<file path="src/jsb_pkg.sv">
package jsb_pkg;
    localparam logic [7:0] JSB_OFF_CTRL = 8'h0f;
    localparam logic [7:0] JSB_OFF_HPOS = 8'h10;
    localparam logic [7:0] JSB_OFF_VPOS = 8'h11;
    localparam logic [7:0] JSB_OFF_HPTH = 8'h12;
    localparam logic [7:0] JSB_OFF_HNTH = 8'h13;
    localparam logic [7:0] JSB_OFF_VPTH = 8'h14;
    localparam logic [7:0] JSB_OFF_VNTH = 8'h15;
    localparam logic [7:0] JSB_OFF_SCALE = 8'h2d;
    // Reset-done control value; bit 0 reflects live state
    localparam logic [7:0] JSB_CTRL_DONE = 8'hf0;
    localparam logic [7:0] JSB_CTRL_LOWPWR = 8'h00;
    localparam logic [7:0] JSB_RST_ZERO = 8'h00;
    localparam logic [7:0] JSB_SCALE_RST = 8'h00;
    localparam logic [6:0] JSB_ADDR_BASE = 7'h40;
    localparam int JSB_BIT_SOFTRST = 1;
    localparam int JSB_BIT_INTFN = 2;
    localparam int JSB_BIT_IDLE = 7;
    localparam int JSB_TB_LSB = 4;
    localparam int JSB_TB_MSB = 6;
    localparam int JSB_CLK_HZ = 50_000_000;
    localparam int JSB_BASE_MS = 20;
    localparam int JSB_BASE_CYC = JSB_CLK_HZ / 1000 * JSB_BASE_MS;
    localparam int JSB_CONV_US = 450;
    localparam int JSB_CONV_CYC = JSB_CLK_HZ / 1_000_000 * JSB_CONV_US;

    typedef struct packed {
        logic signed [7:0] x;
        logic signed [7:0] y;
    } jsb_coord_s;

    typedef enum logic [1:0] {JSB_ST_STARTUP, JSB_ST_MEASURE, JSB_ST_WAIT} jsb_state_e;
endpackage : jsb_pkg

</file>
<file path="src/jsb_sensor.sv">
`timescale 1ns/10ps
// Contract
// - Power-on clears all registers except control (loaded with F0h) once only
// - After reset control reads F0h or F1h
// - X at 10h, Y at 11h; Y-read clears irq
// - Four independent threshold registers
// - Control bit 2 selects threshold interrupt
// - Bit 7 and bits 6:4 pace measurements
// - Slave address 40h or 41h by pin
module jsb_sensor #(
    parameter int BASE_CYC = jsb_pkg::JSB_BASE_CYC,
    parameter int CONV_CYC = jsb_pkg::JSB_CONV_CYC
) (
    // Clock and reset
    input wire logic clk,
    input wire logic arst_n,
    input wire logic external_reset_low,
    // Address strap
    input wire logic addr_sel,
    // Register port from the slave front end
    input wire logic [6:0] bus_dev_addr,
    input wire logic bus_wr,
    input wire logic bus_rd,
    input wire logic [7:0] bus_reg,
    input wire logic [7:0] bus_wdata,
    output logic [7:0] bus_rdata,
    output logic bus_ack,
    // Sampled position
    input jsb_pkg::jsb_coord_s sample,
    // Interrupt pin, open drain
    output logic motion_irq_low_o,
    output logic motion_irq_low_oe
);
    import jsb_pkg::*;

    ////////////////////////////////////////////////////////////////////
    jsb_state_e state;
    jsb_state_e next_state;
    logic [7:0] ctrl;
    logic [7:0] next_ctrl;
    logic [7:0] scale;
    logic [7:0] next_scale;
    logic signed [7:0] hpth;
    logic signed [7:0] next_hpth;
    logic signed [7:0] hnth;
    logic signed [7:0] next_hnth;
    logic signed [7:0] vpth;
    logic signed [7:0] next_vpth;
    logic signed [7:0] vnth;
    logic signed [7:0] next_vnth;
    jsb_coord_s pos;
    jsb_coord_s next_pos;
    logic irq;
    logic next_irq;
    // Cycle counter shared by conversion and wait
    logic [31:0] cnt;
    logic [31:0] next_cnt;
    logic [7:0] next_rdata;
    logic next_ack;
    logic hit;
    logic outside;
    logic ready;
    logic reload;

    // Strap: base address plus pin
    function automatic logic [6:0] slave_addr(input logic pin);
        return JSB_ADDR_BASE | {6'h00, pin};
    endfunction : slave_addr

    // Wait period: 20ms scaled by timebase field
    function automatic logic [31:0] period(input logic [7:0] c);
        return 32'(BASE_CYC) << c[JSB_TB_MSB:JSB_TB_LSB];
    endfunction : period

    ////////////////////////////////////////////////////////////////////
    always_comb begin
        hit = (bus_dev_addr == slave_addr(addr_sel));
        // pin low or soft reset bit forces defaults
        reload = !external_reset_low || ctrl[JSB_BIT_SOFTRST];
        outside = (sample.x > hpth) || (sample.x < hnth) ||
                  (sample.y > vpth) || (sample.y < vnth);
        next_state = state;
        next_ctrl = ctrl;
        next_scale = scale;
        next_hpth = hpth;
        next_hnth = hnth;
        next_vpth = vpth;
        next_vnth = vnth;
        next_pos = pos;
        next_irq = irq;
        next_cnt = cnt;
        next_ack = 1'b0;
        next_rdata = bus_rdata;
        ready = 1'b0;
        unique case (state)
            JSB_ST_STARTUP: begin
                next_cnt = '0;
                next_state = JSB_ST_MEASURE;
            end
            JSB_ST_MEASURE: begin
                if (cnt >= 32'(CONV_CYC) - 32'd1) begin
                    ready = 1'b1;
                    next_pos = sample;
                    next_cnt = '0;
                    next_state = JSB_ST_WAIT;
                end else begin
                    next_cnt = cnt + 32'd1;
                end
            end
            JSB_ST_WAIT: begin
                // idle bit set holds off new samples
                // zero control gives base 20ms pacing
                // Counts up against the live timebase, so a control
                // write takes effect on the wait already running
                if (!ctrl[JSB_BIT_IDLE]) begin
                    if (cnt >= period(ctrl) - 32'd1) begin
                        next_cnt = '0;
                        next_state = JSB_ST_MEASURE;
                    end else begin
                        next_cnt = cnt + 32'd1;
                    end
                end
            end
        endcase
        if (ready) begin
            if (ctrl[JSB_BIT_INTFN]) begin
                next_irq = outside;
            end else begin
                next_irq = 1'b1;
            end
        end
        if (hit && bus_rd) begin
            next_ack = 1'b1;
            unique case (bus_reg)
                // reset-done value, bit 0 set while waiting
                JSB_OFF_CTRL: next_rdata = ctrl | {7'h00, state == JSB_ST_WAIT};
                JSB_OFF_HPOS: next_rdata = pos.x;
                JSB_OFF_VPOS: next_rdata = pos.y;
                JSB_OFF_HPTH: next_rdata = hpth;
                JSB_OFF_HNTH: next_rdata = hnth;
                JSB_OFF_VPTH: next_rdata = vpth;
                JSB_OFF_VNTH: next_rdata = vnth;
                JSB_OFF_SCALE: next_rdata = scale;
                default: next_rdata = JSB_RST_ZERO;
            endcase
            // Y read clears pending irq; new sample wins
            if (bus_reg == JSB_OFF_VPOS && !ready) begin
                next_irq = 1'b0;
            end
        end
        if (hit && bus_wr) begin
            next_ack = 1'b1;
            unique case (bus_reg)
                JSB_OFF_CTRL: next_ctrl = bus_wdata;
                JSB_OFF_HPTH: next_hpth = bus_wdata;
                JSB_OFF_HNTH: next_hnth = bus_wdata;
                JSB_OFF_VPTH: next_vpth = bus_wdata;
                JSB_OFF_VNTH: next_vnth = bus_wdata;
                JSB_OFF_SCALE: next_scale = bus_wdata;
                default: ;
            endcase
        end
        // pin low or soft reset reloads defaults every edge
        // Bus keeps answering, so a poll sees the default control
        // Read data is left alone, it stands until the next read
        if (reload) begin
            next_state = JSB_ST_STARTUP;
            next_ctrl = JSB_CTRL_DONE;
            next_scale = JSB_SCALE_RST;
            next_hpth = JSB_RST_ZERO;
            next_hnth = JSB_RST_ZERO;
            next_vpth = JSB_RST_ZERO;
            next_vnth = JSB_RST_ZERO;
            next_pos = '0;
            next_irq = 1'b0;
            next_cnt = '0;
        end
    end

    ////////////////////////////////////////////////////////////////////
    // power-on clears once; later resets go through reload
    always_ff @(posedge clk or negedge arst_n) begin
        if (!arst_n) begin
            state <= JSB_ST_STARTUP;
            ctrl <= JSB_CTRL_DONE;
            scale <= JSB_SCALE_RST;
            {hpth, hnth, vpth, vnth} <= {4{JSB_RST_ZERO}};
            pos <= '0;
            irq <= 1'b0;
            cnt <= '0;
            bus_rdata <= JSB_RST_ZERO;
            bus_ack <= 1'b0;
            motion_irq_low_o <= 1'b0;
            motion_irq_low_oe <= 1'b0;
        end else begin
            state <= next_state;
            ctrl <= next_ctrl;
            scale <= next_scale;
            hpth <= next_hpth;
            hnth <= next_hnth;
            vpth <= next_vpth;
            vnth <= next_vnth;
            pos <= next_pos;
            irq <= next_irq;
            cnt <= next_cnt;
            bus_rdata <= next_rdata;
            bus_ack <= next_ack;
            motion_irq_low_o <= 1'b0;
            // Registered from next_irq, so the pin moves with irq
            motion_irq_low_oe <= next_irq;
        end
    end
endmodule : jsb_sensor

</file>
<file path="config.mk">
export PLATFORM = sky130hd
export DESIGN_NAME = jsb_sensor
export DESIGN_NICKNAME = d
export VERILOG_FILES = /design/src/jsb_pkg.sv /design/src/jsb_sensor.sv
export SDC_FILE = /design/constraint.sdc
export NUM_CORES = 1
export LEC_CHECK = 0
export ABC_AREA = 1
export BUFFER_PORTS_ARGS = -buffer_cell sky130_fd_sc_hd__buf_2
export CELL_PAD_IN_SITES_DETAIL_PLACEMENT = 0
export CELL_PAD_IN_SITES_GLOBAL_PLACEMENT = 1
export CORE_AREA = 3 3 138 140
export DETAILED_ROUTE_END_ITERATION = 16
export DIE_AREA = 0 0 141 143
export GPL_TIMING_DRIVEN = 0
export PLACE_DENSITY_LB_ADDON = 0.3
export SYNTH_ARGS = -nofsm -noshare
export SYNTH_HDL_FRONTEND = slang
export SYNTH_SLANG_ARGS = --single-unit
</file>
<file path="constraint.sdc">
create_clock -name clk -period 3.9 [get_ports clk]
set_clock_uncertainty 0.15 [all_clocks]
set_input_delay 0.39 -clock clk [delete_from_list [all_inputs] [get_ports clk]]
set_output_delay 0.39 -clock clk [all_outputs]
set_load 0.05 [all_outputs]
</file>
Word-level counts from Yosys, hierarchy flattened. Index checks and enable logic that the tools add are counted.

Input bits: 45. Word-level logic and storage cells: 105. Register bits: 108. Output and inout port bits: 11.

Eq/ne operators: 14. Add/sub/neg operators: 2. Mux-type cells: 41. Bitwise logic cells: 1. Order comparisons: 6. Reductions and logical operators: 27. Shift operators: 1.

Operators with widths (count): two-way mux 8 bit (18); two-way mux 32 bit (4); one-hot mux 32 bit (3 select lines) (1); one-hot mux 8 bit (8 select lines) (1); == test 8 x 5 -> 1 bit, second input constant (6); two-way mux 16 bit (3); adder 32 x 1 -> 32 bit, second input constant (1); >= comparator 32 x 15 -> 1 bit, second input constant (1); >= comparator 32 bit (1); << shifter 20 x 3 -> 32 bit, first input constant (1); subtractor 32 x 1 -> 32 bit, second input constant (1); nonzero test 2 bit (9); greater-than comparator 8 bit (2); less-than comparator 8 bit (2); AND reduction 2 bit (7); two-way mux 1 bit (9); != test 3 bit, second input constant (3); == test 8 x 4 -> 1 bit, second input constant (1); == test 8 x 6 -> 1 bit, second input constant (1); two-way mux 2 bit (4); OR 8 x 1 -> 8 bit (1); == test 7 bit (1); one-hot mux 2 bit (3 select lines) (1); logical OR 1 bit (4); 6 further kinds (9).

Longest topological paths before layout. Gate-level depths: netlist of the first run.

Depth after elaboration: 9. Mapped depth: 24. Gate-level depth less buffers: 23.

Least setup slack after synthesis of the first run. OpenSTA, ideal clock, no wires.

Kind: reg-to-reg. Start: register ctrl[4]. End: register cnt[2]. Path slack: 0.535 ns. Cell stages (with the launch flop): 25. Path buffers: 1. Required time: 3.685 ns. Arrival: 3.150 ns. Cell sequence: dfstp_2 clkinv_1 ha_1 nand2_1 nand2_1 nor2_4 nand2_2 nor2_2 nand2_2 a21oi_2 nand2_1 xor2_1 ha_1 nand2_1 inv_1 nand2_1 nand2_1 nand2_1 nand2_1 a21oi_1 nand3_1 nand2_2 buf_6 nand2_1 nand2_1.

Word-level cells in the longest chain between the ends: 7.

Ends and longest elaborated chain: from (decl) (line jsb_sensor.sv:39) `logic [7:0] ctrl;`; from (signal assigned) (line jsb_sensor.sv:197) `ctrl <= next_ctrl;`; << shifter 20 x 3 -> 32 bit (line jsb_sensor.sv:72) `return 32'(BASE_CYC) << c[JSB_TB_MSB:JSB_TB_LSB];`; subtractor 32 x 1 -> 32 bit (line jsb_sensor.sv:116) `if (cnt >= period(ctrl) - 32'd1) begin`; >= comparator 32 bit (line jsb_sensor.sv:116); two-way mux 32 bit (line jsb_sensor.sv:116); two-way mux 32 bit (line jsb_sensor.sv:115) `if (!ctrl[JSB_BIT_IDLE]) begin`; one-hot mux 32 bit (3 select lines) (line jsb_sensor.sv:95) `unique case (state)`; two-way mux 32 bit (line jsb_sensor.sv:166) `if (reload) begin`; to (signal assigned) (line jsb_sensor.sv:205) `cnt <= next_cnt;`; to (decl) (line jsb_sensor.sv:56) `logic [31:0] cnt;`.

No other way between the ends. The select of a mux whose other input is x is not followed. A chain may end at the register's enable or synchronous reset.

Worst setup path in the final report of the first run.
Start: register ctrl[4]. End: register cnt[29].

Same word-level chain as after synthesis.

==> flow_metrics.env, run 1 <==
export IMPL_fmax_mhz=275
export IMPL_crit_required_ps=4050
export IMPL_post_synth_top_area_cell="sky130_fd_sc_hd__dfrtp_1"
export IMPL_type_of_the_tightest_min_delay_check="input port to flip-flop"
export IMPL_detail_route_vias_per_cell=5.07
export IMPL_worst_slack_ps=268
export IMPL_gp_congestion=0.889
export IMPL_wirelength_um=23300
export IMPL_cts_tree="yes"
export IMPL_drive_above_1_share_pct=15.1
export IMPL_die_x_um=141
export IMPL_yosys_top_cells_area="sky130_fd_sc_hd__dfrtp_1 32%, sky130_fd_sc_hd__nand2_1 17%, sky130_fd_sc_hd__ha_1 10%"
export IMPL_core_area_mm2=0.0180
export IMPL_avgSynthCellArea_um2=7.08
export IMPL_layout_worst_path_cycle_share_pct=93.1
export IMPL_power_density_mw_per_mm2=328
export IMPL_flip_flop_and_latch_count_after_synthesis=108
export IMPL_drv_max_cap_violation_count=0
export IMPL_clock_net_sink_count=108
export IMPL_initialDrtViolationCount=271
export IMPL_critical_path_top_cell_by_count="sky130_fd_sc_hd__nand2_1"
export IMPL_max_vdd_drop_uv=316
export IMPL_drcViolationCount=0
export IMPL_grt_pass1_vias=7186
export IMPL_ys_async_sr_fraction_pct=100
export IMPL_clkTransAtPathRegs_ps=80
export IMPL_grt_pass1_wl_um=37300
export IMPL_die_h_um=143
export IMPL_seqCellArea_mm2=0.00271
export IMPL_syn_inst=1139
export IMPL_ctsHtreeMaxLevel=3
export IMPL_power_static_leakage_uw=0.00448
export IMPL_synthDistinctLibCells=49
export IMPL_fin_hold_ws_ps=156
export IMPL_detailed_place_hpwl_um=18300
export IMPL_final_nets=1329
export IMPL_critPathMaxStageDelay_ps=580
export IMPL_yosysTopAreaCellShare_pct=32.3
export IMPL_crit_chain="inv_4 > ha_1 > nand2_1 > nand2_2 > nor2_4 > nand2_2 > nor2_2 > nand2_2 > a21oi_2 > nand2_1 > o21ai_1 > ha_1 > a21oi_1 > o21a_1 > nand2_1 > a21oi_2 > nand3_2 > nand2_4 > buf_6 > nand2_1 > nand2_1"
export IMPL_overflow=0
export IMPL_tightest_slew_ps=726
export IMPL_grt_antenna_before_repair=0
export IMPL_die_outline_area_mm2=0.0202
export IMPL_place_ws_ps=-213
export IMPL_cts_inserted_buffers=9
export IMPL_slew_violations=0
export IMPL_multiInputGateArea_mm2=0.00473
export IMPL_drtAntennaViolNets=0
export IMPL_critical_path_startpoint_type="flip-flop"
export IMPL_post_synth_instance_area_mm2=0.00807
export IMPL_diodes=0
export IMPL_cts_buffer_depth=2
export IMPL_final_common_cell="sky130_fd_sc_hd__nand2_1"
export IMPL_setup_violations=0
export IMPL_outcome="completed"
export IMPL_timing_critical_path_slowest_stage_cell="sky130_fd_sc_hd__dfstp_2"
export IMPL_floorplan_initialDensity_pct=44.9
export IMPL_clock_latency_ps=360
export IMPL_synth_edff_count=0
export IMPL_min_tclk_post_route_ps=3630
export IMPL_ioPinCount=56
export IMPL_final_cell_mix="364 x sky130_fd_sc_hd__nand2_1, 129 x sky130_fd_sc_hd__nor2_1, 126 x sky130_fd_sc_hd__inv_1, 104 x sky130_fd_sc_hd__dfrtp_1, 67 x sky130_fd_sc_hd__o21ai_0"
export IMPL_cp_arrival_ps=3780
export IMPL_worstSetupPathType="flip-flop to flip-flop"
export IMPL_maximum_number_of_pins_on_one_net_before_global_route_repair=92
export IMPL_clock_tree_root_cell="sky130_fd_sc_hd__clkbuf_16"
export IMPL_io_buffer_count=54
export IMPL_via_count=7363
export IMPL_routed_wl_per_cell_um=16.1
export IMPL_synth_seq_area_share_pct=33.6
export IMPL_maxSlewHeadroom_pct=51.4
export IMPL_cp_end_kind="flip-flop"
export IMPL_layout_area_overhead_vs_synth_pct=12.3
export IMPL_timing_final_hold_violations=0
export IMPL_num_fill_cells=1876
export IMPL_yosysWarnings=0
export IMPL_ys_dominant_reg_cell="sky130_fd_sc_hd__dfrtp_1"
export IMPL_drt_pass1_iter_count=4
export IMPL_cp_max_fo=11
export IMPL_grt_usage_pct=23.7
export IMPL_standard_cell_row_count=49
[path summary, 6_finish.rpt]
check	startpoint	to	slack, ps	cells past startpoint
setup / recovery	ctrl[4]$_DFFE_PN1P_	cnt[29]$_DFFE_PN0P_	270	21
max in group asynchronous	arst_n	ctrl[4]$_DFFE_PN1P_	2580	3
min in group asynchronous	arst_n	cnt[26]$_DFFE_PN0P_	280	2
hold / removal	bus_wdata[6]	ctrl[6]$_DFFE_PN1P_	160	3
hold reg to reg	bus_rdata[1]$_DFFE_PN0P_	bus_rdata[1]$_DFFE_PN0P_	330	2
setup reg to reg	ctrl[4]$_DFFE_PN1P_	cnt[29]$_DFFE_PN0P_	270	21
[cell families after synthesis]
family | count (synthesis) | synth area share, %
AND/OR/NAND/NOR | 610 | 32.5
AO/OA/AOI/OAI | 169 | 12.4
buffers and inverters | 158 | 8.30
flip-flops | 108 | 33.6
adder cells (fa/ha/maj) | 67 | 10.4
XOR/XNOR | 25 | 2.71
other | 2 | 0.0931
[registers in the layout, indices dropped and copies added (netlist names)]
signal,count
scale,8
hpth,8
ctrl,8
bus_rdata,8
state,2
bus_ack,1
pos,16
vnth,8
hnth,8
cnt,32
vpth,8
irq,1
[critical path, delay by kind of cell, from the launching register on]
| kind | cells | cell delay, ps |
|---|---|---|
| AND/OR/NAND/NOR | 12 | 1260 |
| AO/OA/AOI/OAI | 5 | 850 |
| flip-flops | 1 | 580 |
| adder cells (fa/ha/maj) | 2 | 500 |
| buffers and inverters | 2 | 240 |
[what timing repair did]
action,in CTS,in global routing
endpoints found under the hold margin,17,0
setup endpoints to repair,34,34
hold buffers,1,0
buffers inserted,0,7
resized for setup,2,7
pin swaps,0,3
[cells in the mapped netlist (3+ instances only)]
| master | instances |
|---|---|
| sky130_fd_sc_hd__dfrtp_1 | 104 |
| sky130_fd_sc_hd__nor3_2 | 5 |
| sky130_fd_sc_hd__xor2_1 | 16 |
| sky130_fd_sc_hd__nor3_1 | 11 |
| sky130_fd_sc_hd__buf_4 | 3 |
| sky130_fd_sc_hd__o21ai_0 | 67 |
| sky130_fd_sc_hd__nor2_4 | 5 |
| sky130_fd_sc_hd__buf_2 | 11 |
| sky130_fd_sc_hd__o22ai_1 | 18 |
| sky130_fd_sc_hd__a21oi_1 | 42 |
| sky130_fd_sc_hd__o21ai_1 | 7 |
| sky130_fd_sc_hd__nor2_2 | 7 |
| sky130_fd_sc_hd__nand2_1 | 365 |
| sky130_fd_sc_hd__nand3_2 | 7 |
| sky130_fd_sc_hd__nand2_4 | 3 |
| sky130_fd_sc_hd__nand3_1 | 44 |
| sky130_fd_sc_hd__inv_1 | 128 |
| sky130_fd_sc_hd__o21ai_2 | 18 |
| sky130_fd_sc_hd__nor2_1 | 129 |
| sky130_fd_sc_hd__nand4_1 | 8 |
| sky130_fd_sc_hd__inv_2 | 7 |
| sky130_fd_sc_hd__buf_6 | 5 |
| sky130_fd_sc_hd__xnor2_1 | 9 |
| sky130_fd_sc_hd__ha_1 | 67 |
| sky130_fd_sc_hd__nand2_2 | 12 |
| sky130_fd_sc_hd__dfstp_2 | 4 |
| sky130_fd_sc_hd__or2_2 | 4 |
| sky130_fd_sc_hd__o21a_1 | 7 |
[power breakdown]
part           total (uW)  internal [uW]  switching (uW)
combinational         796            274             522
clock                 974            507             467
sequential           1200           1170            35.0
[area by class of cell]
| cell class | count | area share [%] |
|---|---|---|
| Multi-Input combinational cell | 877 | 52.2 |
| Sequential cell | 108 | 29.9 |
| Inverter | 137 | 5.77 |
| Timing Repair Buffer | 63 | 4.05 |
| Tap cell | 229 | 3.16 |
| Clock buffer | 10 | 2.53 |
| Buffer | 21 | 1.68 |
| Clock inverter | 6 | 0.760 |
[per-layer routing]
layer / global-route usage [%] / wire, um / up-vias
met3: 3.88 / 695 / 50
met1: 28.5 / 10000 / 3370
met5: 0 / 0 / -
li1: - / - / 3807
met4: 9.89 / 966 / 0
met2: 42.3 / 11600 / 136
[through the flow]
stage | power (uW) | utilization (%) | cell area, um^2 | setup TNS [ps] | std cells
finish | 2970 | 50.4 | 9060 | 0 | 1451
global route | 3140 | 50.4 | 9060 | -2.26 | 1451
CTS | 2970 | 50.0 | 8990 | 0 | 1444
detailed placement | 2000 | 48.3 | 8670 | -5850 | 1427
global placement | 1980 | 48.1 | 8640 | -6180 | 1426
floorplan | 1750 | - | 8080 | 0 | 1143
Note: power is estimated with default switching activity, not from simulation.
==> run 2, diff against run 1 <==
ABC_AREA = default   (was 1)
CORE_AREA = 3 3 130 132   (was 3 3 138 140)
CTS_CLUSTER_DIAMETER = 120   (was default)
DIE_AREA = 0 0 133 135   (was 0 0 141 143)
==> run 2 against run 1 <==
Net effect: the run now ends with negative setup slack left; via count shrank 9.7%; first-iteration DRC count grew 130%; critical path type unchanged; largest cell class unchanged; die area shrank 11%; clock power is essentially flat; critical path depth shrank 2; maximum frequency shrank 13%; utilization grew 6.7 points.
==> flow_metrics.env, run 2 <==
export IMPL_cp_num_cells=19
export IMPL_setup_violations=32
export IMPL_cp_buffers_inverters=4
export IMPL_yosysWarnings=0
export IMPL_crit_required_ps=4040
export IMPL_detail_route_vias_per_cell=5.75
export IMPL_tightest_slew_ps=941
export IMPL_grt_usage_pct=24.6
export IMPL_post_synth_instance_area_mm2=0.00744
export IMPL_reg2reg_setup_slack_ps=-250
export IMPL_syn_inst=831
export IMPL_fin_hold_ws_ps=163
export IMPL_drive_above_1_share_pct=21.0
export IMPL_die_h_um=135
export IMPL_final_cell_mix="104 x sky130_fd_sc_hd__dfrtp_1, 91 x sky130_fd_sc_hd__nor2_1, 64 x sky130_fd_sc_hd__nand2_1, 64 x sky130_fd_sc_hd__mux2i_1, 62 x sky130_fd_sc_hd__ha_1"
export IMPL_ys_async_sr_fraction_pct=100
export IMPL_yosys_top_cells_area="sky130_fd_sc_hd__dfrtp_1 35%, sky130_fd_sc_hd__ha_1 11%, sky130_fd_sc_hd__mux2i_1 8.6%"
export IMPL_initialDrtViolationCount=625
export IMPL_cp_max_fo=6
export IMPL_ys_dominant_reg_cell="sky130_fd_sc_hd__dfrtp_1"
export IMPL_floorplan_initialDensity_pct=47.0
export IMPL_cp_arrival_ps=4300
export IMPL_outcome="finished with violations"
export IMPL_flip_flop_and_latch_count_after_synthesis=108
export IMPL_overflow=0
export IMPL_max_vdd_drop_uv=283
export IMPL_cts_tree="yes"
export IMPL_slew_violations=0
export IMPL_place_ws_ps=-648
export IMPL_maximum_number_of_pins_on_one_net_before_global_route_repair=59
export IMPL_clkTransAtPathRegs_ps=80
export IMPL_drcViolationCount=0
export IMPL_critical_path_startpoint_type="flip-flop"
export IMPL_routed_wl_per_cell_um=18.9
export IMPL_clock_tree_root_cell="sky130_fd_sc_hd__clkbuf_16"
export IMPL_grt_pass1_wl_um=34900
export IMPL_wirelength_um=21800
export IMPL_layout_worst_path_cycle_share_pct=107
export IMPL_core_area_mm2=0.0158
export IMPL_worstSetupPathType="flip-flop to flip-flop"
export IMPL_cts_inserted_buffers=9
export IMPL_crit_end="cnt[11]$_DFFE_PN0P_"
export IMPL_post_synth_top_area_cell="sky130_fd_sc_hd__dfrtp_1"
export IMPL_worst_slack_ps=-254
export IMPL_cts_buffer_depth=2
export IMPL_io_buffer_count=52
export IMPL_clock_latency_ps=370
export IMPL_worstReg2RegEnd="cnt[11]$_DFFE_PN0P_"
export IMPL_yosysTopAreaCellShare_pct=35.0
export IMPL_maxSlewHeadroom_pct=37.3
export IMPL_violations="negative setup slack"
export IMPL_finalPower_uw=2320
export IMPL_min_tclk_post_route_ps=4150
export IMPL_drtAntennaViolNets=0
export IMPL_grt_antenna_before_repair=0
export IMPL_die_x_um=133
export IMPL_via_count=6651
export IMPL_die_outline_area_mm2=0.0180
export IMPL_critPathMaxStageDelay_ps=560
export IMPL_timing_rr_start="ctrl[5]$_DFFE_PN1P_"
export IMPL_synthTopCellsByCount="104 x sky130_fd_sc_hd__dfrtp_1, 97 x sky130_fd_sc_hd__nor2_1, 67 x sky130_fd_sc_hd__ha_1, 66 x sky130_fd_sc_hd__nand2_1, 64 x sky130_fd_sc_hd__mux2i_1"
export IMPL_drt_pass1_iter_count=5
export IMPL_avgSynthCellArea_um2=8.95
export IMPL_worst_r2r_path_depth=19
export IMPL_clock_net_sink_count=108
export IMPL_crit_chain="buf_8 > clkinvlp_4 > ha_4 > clkbuf_16 > nor4_4 > nor2_1 > a21oi_2 > nand2_1 > xor2_1 > a22oi_1 > ha_1 > a21o_1 > a21o_1 > a21oi_2 > o21ai_2 > a311o_2 > buf_12 > or3_1 > o21ai_1"
export IMPL_rsz0062_at_grt="yes"
export IMPL_post_dp_cell_area_mm2=0.00808
export IMPL_max_flop_register="cnt"
export IMPL_ioPinCount=56
export IMPL_standard_cell_row_count=46
export IMPL_layout_area_overhead_vs_synth_pct=21.7
export IMPL_gp_congestion=0.890
export IMPL_type_of_the_tightest_min_delay_check="input port to flip-flop"
export IMPL_timing_critical_path_max_delay_family="compound AO/OA/AOI/OAI gates"
export IMPL_synth_most_common_cell="sky130_fd_sc_hd__dfrtp_1"
export IMPL_largest_register_ffs=32
export IMPL_final_common_cell="sky130_fd_sc_hd__dfrtp_1"
export IMPL_crit_start="ctrl[5]$_DFFE_PN1P_"
export IMPL_synthDistinctLibCells=63
export IMPL_power_density_mw_per_mm2=256
export IMPL_diodes=0
export IMPL_synth_edff_count=0
export IMPL_cp_end_kind="flip-flop"
export IMPL_largest_registers="cnt (32), pos (16)"
export IMPL_detailed_place_hpwl_um=15300
export IMPL_final_cell_area_mm2=0.00905
export IMPL_timing_final_hold_violations=0
export IMPL_ctsHtreeMaxLevel=3
export IMPL_synth_seq_area_share_pct=36.4
export IMPL_power_static_leakage_uw=0.00418
export IMPL_timing_critical_path_slowest_stage_cell="sky130_fd_sc_hd__dfstp_2"
export IMPL_final_nets=1047
export IMPL_fmax_mhz=241
export IMPL_drv_max_cap_violation_count=0
export IMPL_grt_pass1_vias=6276
[run 2: worst register-to-register path, cell delays in order, from the launching register on]
cell                         delay, ps
sky130_fd_sc_hd__dfstp_2           560
sky130_fd_sc_hd__buf_8             100
sky130_fd_sc_hd__clkinvlp_4        180
sky130_fd_sc_hd__ha_4              250
sky130_fd_sc_hd__clkbuf_16         160
sky130_fd_sc_hd__nor4_4            190
sky130_fd_sc_hd__nor2_1             90
sky130_fd_sc_hd__a21oi_2           150
sky130_fd_sc_hd__nand2_1            80
sky130_fd_sc_hd__xor2_1            150
sky130_fd_sc_hd__a22oi_1           190
sky130_fd_sc_hd__ha_1              290
sky130_fd_sc_hd__a21o_1            170
sky130_fd_sc_hd__a21o_1            180
sky130_fd_sc_hd__a21oi_2           130
sky130_fd_sc_hd__o21ai_2            90
sky130_fd_sc_hd__a311o_2           450
sky130_fd_sc_hd__buf_12            160
sky130_fd_sc_hd__or3_1             300
sky130_fd_sc_hd__o21ai_1            80
[run 2: what timing repair did]
action | CTS | global route
hold endpoints to repair | 50 | 0
endpoints found under the setup margin | 34 | 34
gates resized for setup | 59 | 24
hold buffers | 1 | 0
gates cloned | 3 | 0
pin swaps | 46 | 23
setup buffers | 25 | 10
[run 2: area by class of cell]
cell class / instances / area (um^2)
inverter: 52 / 201
clock inverter: 7 / 86.3
sequential: 108 / 2710
buffer: 37 / 233
tap: 216 / 270
multi-input combinational: 636 / 4690
clock buffer: 9 / 225
timing repair buffer: 91 / 639
fill: 1417 / 6780
[run 2: per-layer routing]
metal  up-vias  wire (um)  global-route usage [%]
met5         -          0                       0
met4         0        201                    4.50
met3        15       1290                    4.88
met2       170       9510                    35.4
met1      3252      10800                    38.5
li1       3214          -                       -
[run 2: how the worst min path moves through the flow]
stage | slack [ps] | depth (start not counted) | endpoint | start
floorplan | -60 | 0 | bus_ack$_DFF_PN0_ | arst_n
CTS | 160 | 3 | pos[9]$_DFFE_PN0P_ | sample[9]
detailed placement | 230 | 1 | bus_rdata[4]$_DFFE_PN0P_ | arst_n
finish | 160 | 3 | pos[9]$_DFFE_PN0P_ | sample[9]
global placement | 340 | 1 | cnt[0]$_DFFE_PN0P_ | cnt[0]$_DFFE_PN0P_
global route | 180 | 3 | pos[7]$_DFFE_PN0P_ | sample[7]
[run 2: cell families (layout without fill, tap and decap cells)]
family                   count (synthesis)  in the layout  share of synthesized area [%]
AND/OR/NAND/NOR                        318            318                           21.1
AO/OA/AOI/OAI                          163            163                           14.1
flip-flops                             108            108                           36.4
buffers and inverters                   91            196                           4.83
multiplexers                            72             72                           11.0
adder cells (fa/ha/maj)                 67             67                           11.3
XOR/XNOR                                10             10                           1.18
other                                    2              6                          0.101
[run 2: power breakdown]
group	leakage, uW	switching (uW)	internal, uW	total (uW)
clock network	0.000151	510	465	975
logic	0.00254	139	83.1	222
registers	0.00149	2.13	1120	1120
[run 2: metrics by stage]
stage	std cells	setup TNS, ps	utilization, %
floorplan	835	0	-
global placement	1103	-17090	50.8
detailed placement	1104	-17680	51.0
CTS	1148	-4880	56.4
global route	1156	-12160	57.2
finish	1156	-5760	57.2
==> run 3, diff against run 2 <==
CORE_AREA = 3 3 129 131   (was 3 3 130 132)
CTS_BUF_LIST = sky130_fd_sc_hd__clkbuf_2   (was default)
DIE_AREA = 0 0 132 134   (was 0 0 133 135)
==> run 3 against run 2 <==
Net effect: the run still ends with negative setup slack left; cell count increased by 2.1%; maximum frequency decreased by 1.5%; critical path depth decreased by 1; die area decreased by 1.5%; first-iteration DRC count decreased by 1.4%; critical endpoint is now cnt[6]$_DFFE_PN0P_.
==> flow_metrics.env, run 3 (same netlist as run 2, synthesis figures left out) <==
export IMPL_power_density_mw_per_mm2=214
export IMPL_min_tclk_post_route_ps=4220
export IMPL_rsz0062_at_grt="yes"
export IMPL_num_fill_cells=1416
export IMPL_power_static_leakage_uw=0.00421
export IMPL_cp_max_fo=7
export IMPL_grt_pass1_wl_um=35200
export IMPL_initialDrtViolationCount=616
export IMPL_timing_critical_path_slowest_stage_cell="sky130_fd_sc_hd__dfstp_2"
export IMPL_max_vdd_drop_uv=217
export IMPL_detail_route_vias_per_cell=5.69
export IMPL_maximum_number_of_pins_on_one_net_before_global_route_repair=66
export IMPL_floorplan_initialDensity_pct=47.3
export IMPL_final_common_cell="sky130_fd_sc_hd__dfrtp_1"
export IMPL_drt_pass1_iter_count=5
export IMPL_clock_tree_root_cell="sky130_fd_sc_hd__clkbuf_2"
export IMPL_worst_slack_ps=-319
export IMPL_wirelength_um=22300
export IMPL_via_count=6715
export IMPL_max_flop_register="cnt"
export IMPL_layout_worst_path_cycle_share_pct=108
export IMPL_slew_violations=0
export IMPL_largest_registers="cnt (32), pos (16)"
export IMPL_drv_max_cap_violation_count=0
export IMPL_clock_latency_ps=670
export IMPL_tightest_slew_ps=916
export IMPL_ioPinCount=56
export IMPL_cp_end_kind="flip-flop"
export IMPL_final_nets=1070
export IMPL_die_h_um=134
export IMPL_violations="negative setup slack"
export IMPL_crit_chain="buf_8 > clkinvlp_4 > buf_6 > ha_2 > nor3_2 > a21oi_1 > o21bai_4 > buf_4 > o221ai_1 > ha_1 > nand4_1 > nor3_2 > a2bb2oi_2 > a32oi_2 > a311o_2 > buf_6 > or3_1 > o21ai_1"
export IMPL_standard_cell_row_count=46
export IMPL_worstSetupPathType="flip-flop to flip-flop"
export IMPL_critPathMaxStageDelay_ps=630
export IMPL_layout_area_overhead_vs_synth_pct=23.2
export IMPL_ctsHtreeMaxLevel=3
export IMPL_grt_pass1_vias=6276
export IMPL_grt_usage_pct=25.0
export IMPL_finish_cell_count_without_fillers=1180
export IMPL_clkTransAtPathRegs_ps=360
export IMPL_core_area_mm2=0.0157
export IMPL_outcome="finished with violations"
export IMPL_cts_inserted_buffers=9
export IMPL_fmax_mhz=237
export IMPL_final_cell_mix="104 x sky130_fd_sc_hd__dfrtp_1, 93 x sky130_fd_sc_hd__nor2_1, 64 x sky130_fd_sc_hd__nand2_1, 64 x sky130_fd_sc_hd__mux2i_1, 63 x sky130_fd_sc_hd__ha_1"
export IMPL_timing_final_hold_violations=0
export IMPL_drive_above_1_share_pct=20.8
export IMPL_largest_register_ffs=32
export IMPL_die_x_um=132
export IMPL_post_dp_cell_area_mm2=0.00808
export IMPL_crit_required_ps=4350
export IMPL_io_buffer_count=52
export IMPL_gp_congestion=0.878
export IMPL_die_outline_area_mm2=0.0177
export IMPL_drtAntennaViolNets=0
export IMPL_final_cell_area_mm2=0.00917
export IMPL_critical_path_startpoint_type="flip-flop"
export IMPL_drcViolationCount=0
export IMPL_maxSlewHeadroom_pct=38.9
export IMPL_grt_antenna_before_repair=1
export IMPL_placed_cells_incl_taps=1104
export IMPL_cts_buffer_depth=2
export IMPL_cp_arrival_ps=4660
export IMPL_setup_violations=33
export IMPL_type_of_the_tightest_min_delay_check="input port to flip-flop"
export IMPL_overflow=0
export IMPL_clock_net_sink_count=108
export IMPL_cts_tree="yes"
export IMPL_fin_hold_ws_ps=109
export IMPL_detailed_place_hpwl_um=15300
export IMPL_routed_wl_per_cell_um=18.9
run 3: cell count changes in the layout (fill, tap and decap cells not counted), sizes merged:
cell         previous run  this run
diode                   0         1
buf                   101       103
clkinv                  3         4
clkbuf                 35        31
dlygate4sd3             1        26
inv                    55        54
run 3: metal layers:
layer | global-route usage [%] | vias to the layer above | share of wire [%]
met5 | 0 | - | 0
met4 | 4.78 | 0 | 1.3
met3 | 5.81 | 24 | 6.6
met2 | 36.6 | 192 | 44
met1 | 38.1 | 3247 | 48
li1 | - | 3252 | -
run 3: worst paths after layout:
| path | startpoint | slack (ps) | depth (start not counted) | endpoint |
|---|---|---|---|---|
| worst max-delay path | ctrl[5]$_DFFE_PN1P_ | -320 | 18 | cnt[6]$_DFFE_PN0P_ |
| worst min-delay path | bus_reg[5] | 110 | 5 | scale[7]$_DFFE_PN0P_ |
| worst max register to register | ctrl[5]$_DFFE_PN1P_ | -320 | 18 | cnt[6]$_DFFE_PN0P_ |
| worst min register to register | bus_rdata[3]$_DFFE_PN0P_ | 400 | 1 | bus_rdata[3]$_DFFE_PN0P_ |
| max in group asynchronous | arst_n | 2630 | 4 | ctrl[7]$_DFFE_PN1P_ |
| min in group asynchronous | arst_n | 570 | 4 | vnth[5]$_DFFE_PN0P_ |
run 3: timing repair:
item,CTS,global route
pin swaps,41,36
hold endpoints to repair,168,0
setup buffers,18,12
gates cloned,4,0
hold buffers,27,0
gates resized for setup,57,45
setup endpoints to repair,34,34
run 3: final cells by class:
type	instances	area [um^2]	share of cell area [%]
clock inverter	7	86.3	0.942
multi-input combinational	636	4730	51.6
buffer	38	238	2.59
antenna	1	2.50	0.0273
sequential	108	2710	29.5
tap	216	270	2.95
inverter	52	201	2.20
timing repair buffer	113	883	9.64
clock buffer	9	45.0	0.491
run 3: worst max-delay path, delay by kind of cell, from the launching register on:
kind            cells  cell delay (ps)
simple gates        4              740
flops               1              630
fa+ha+maj           2              500
buf+inv             5              760
compound gates      7             1390
run 3: where the power goes:
group / total, uW / internal (uW) / switching [uW]
Sequential: 1130 / 1130 / 2.14
Combinational: 259 / 109 / 150
Clock: 572 / 114 / 457
Total: 1960 / 1350 / 610
run 3: through the flow:
step           worst slack, ps  total power (uW)  TNS, ps  utilization (%)
5_1_grt                   -453              2050   -12770             58.3
3_3_place_gp              -673              1330   -18590             51.2
6_report                  -319              1960    -8100             58.3
3_5_place_dp              -668              1340   -18110             51.4
4_1_cts                   -258              1990    -6370             56.8
2_1_floorplan             13.9              1240        0                -
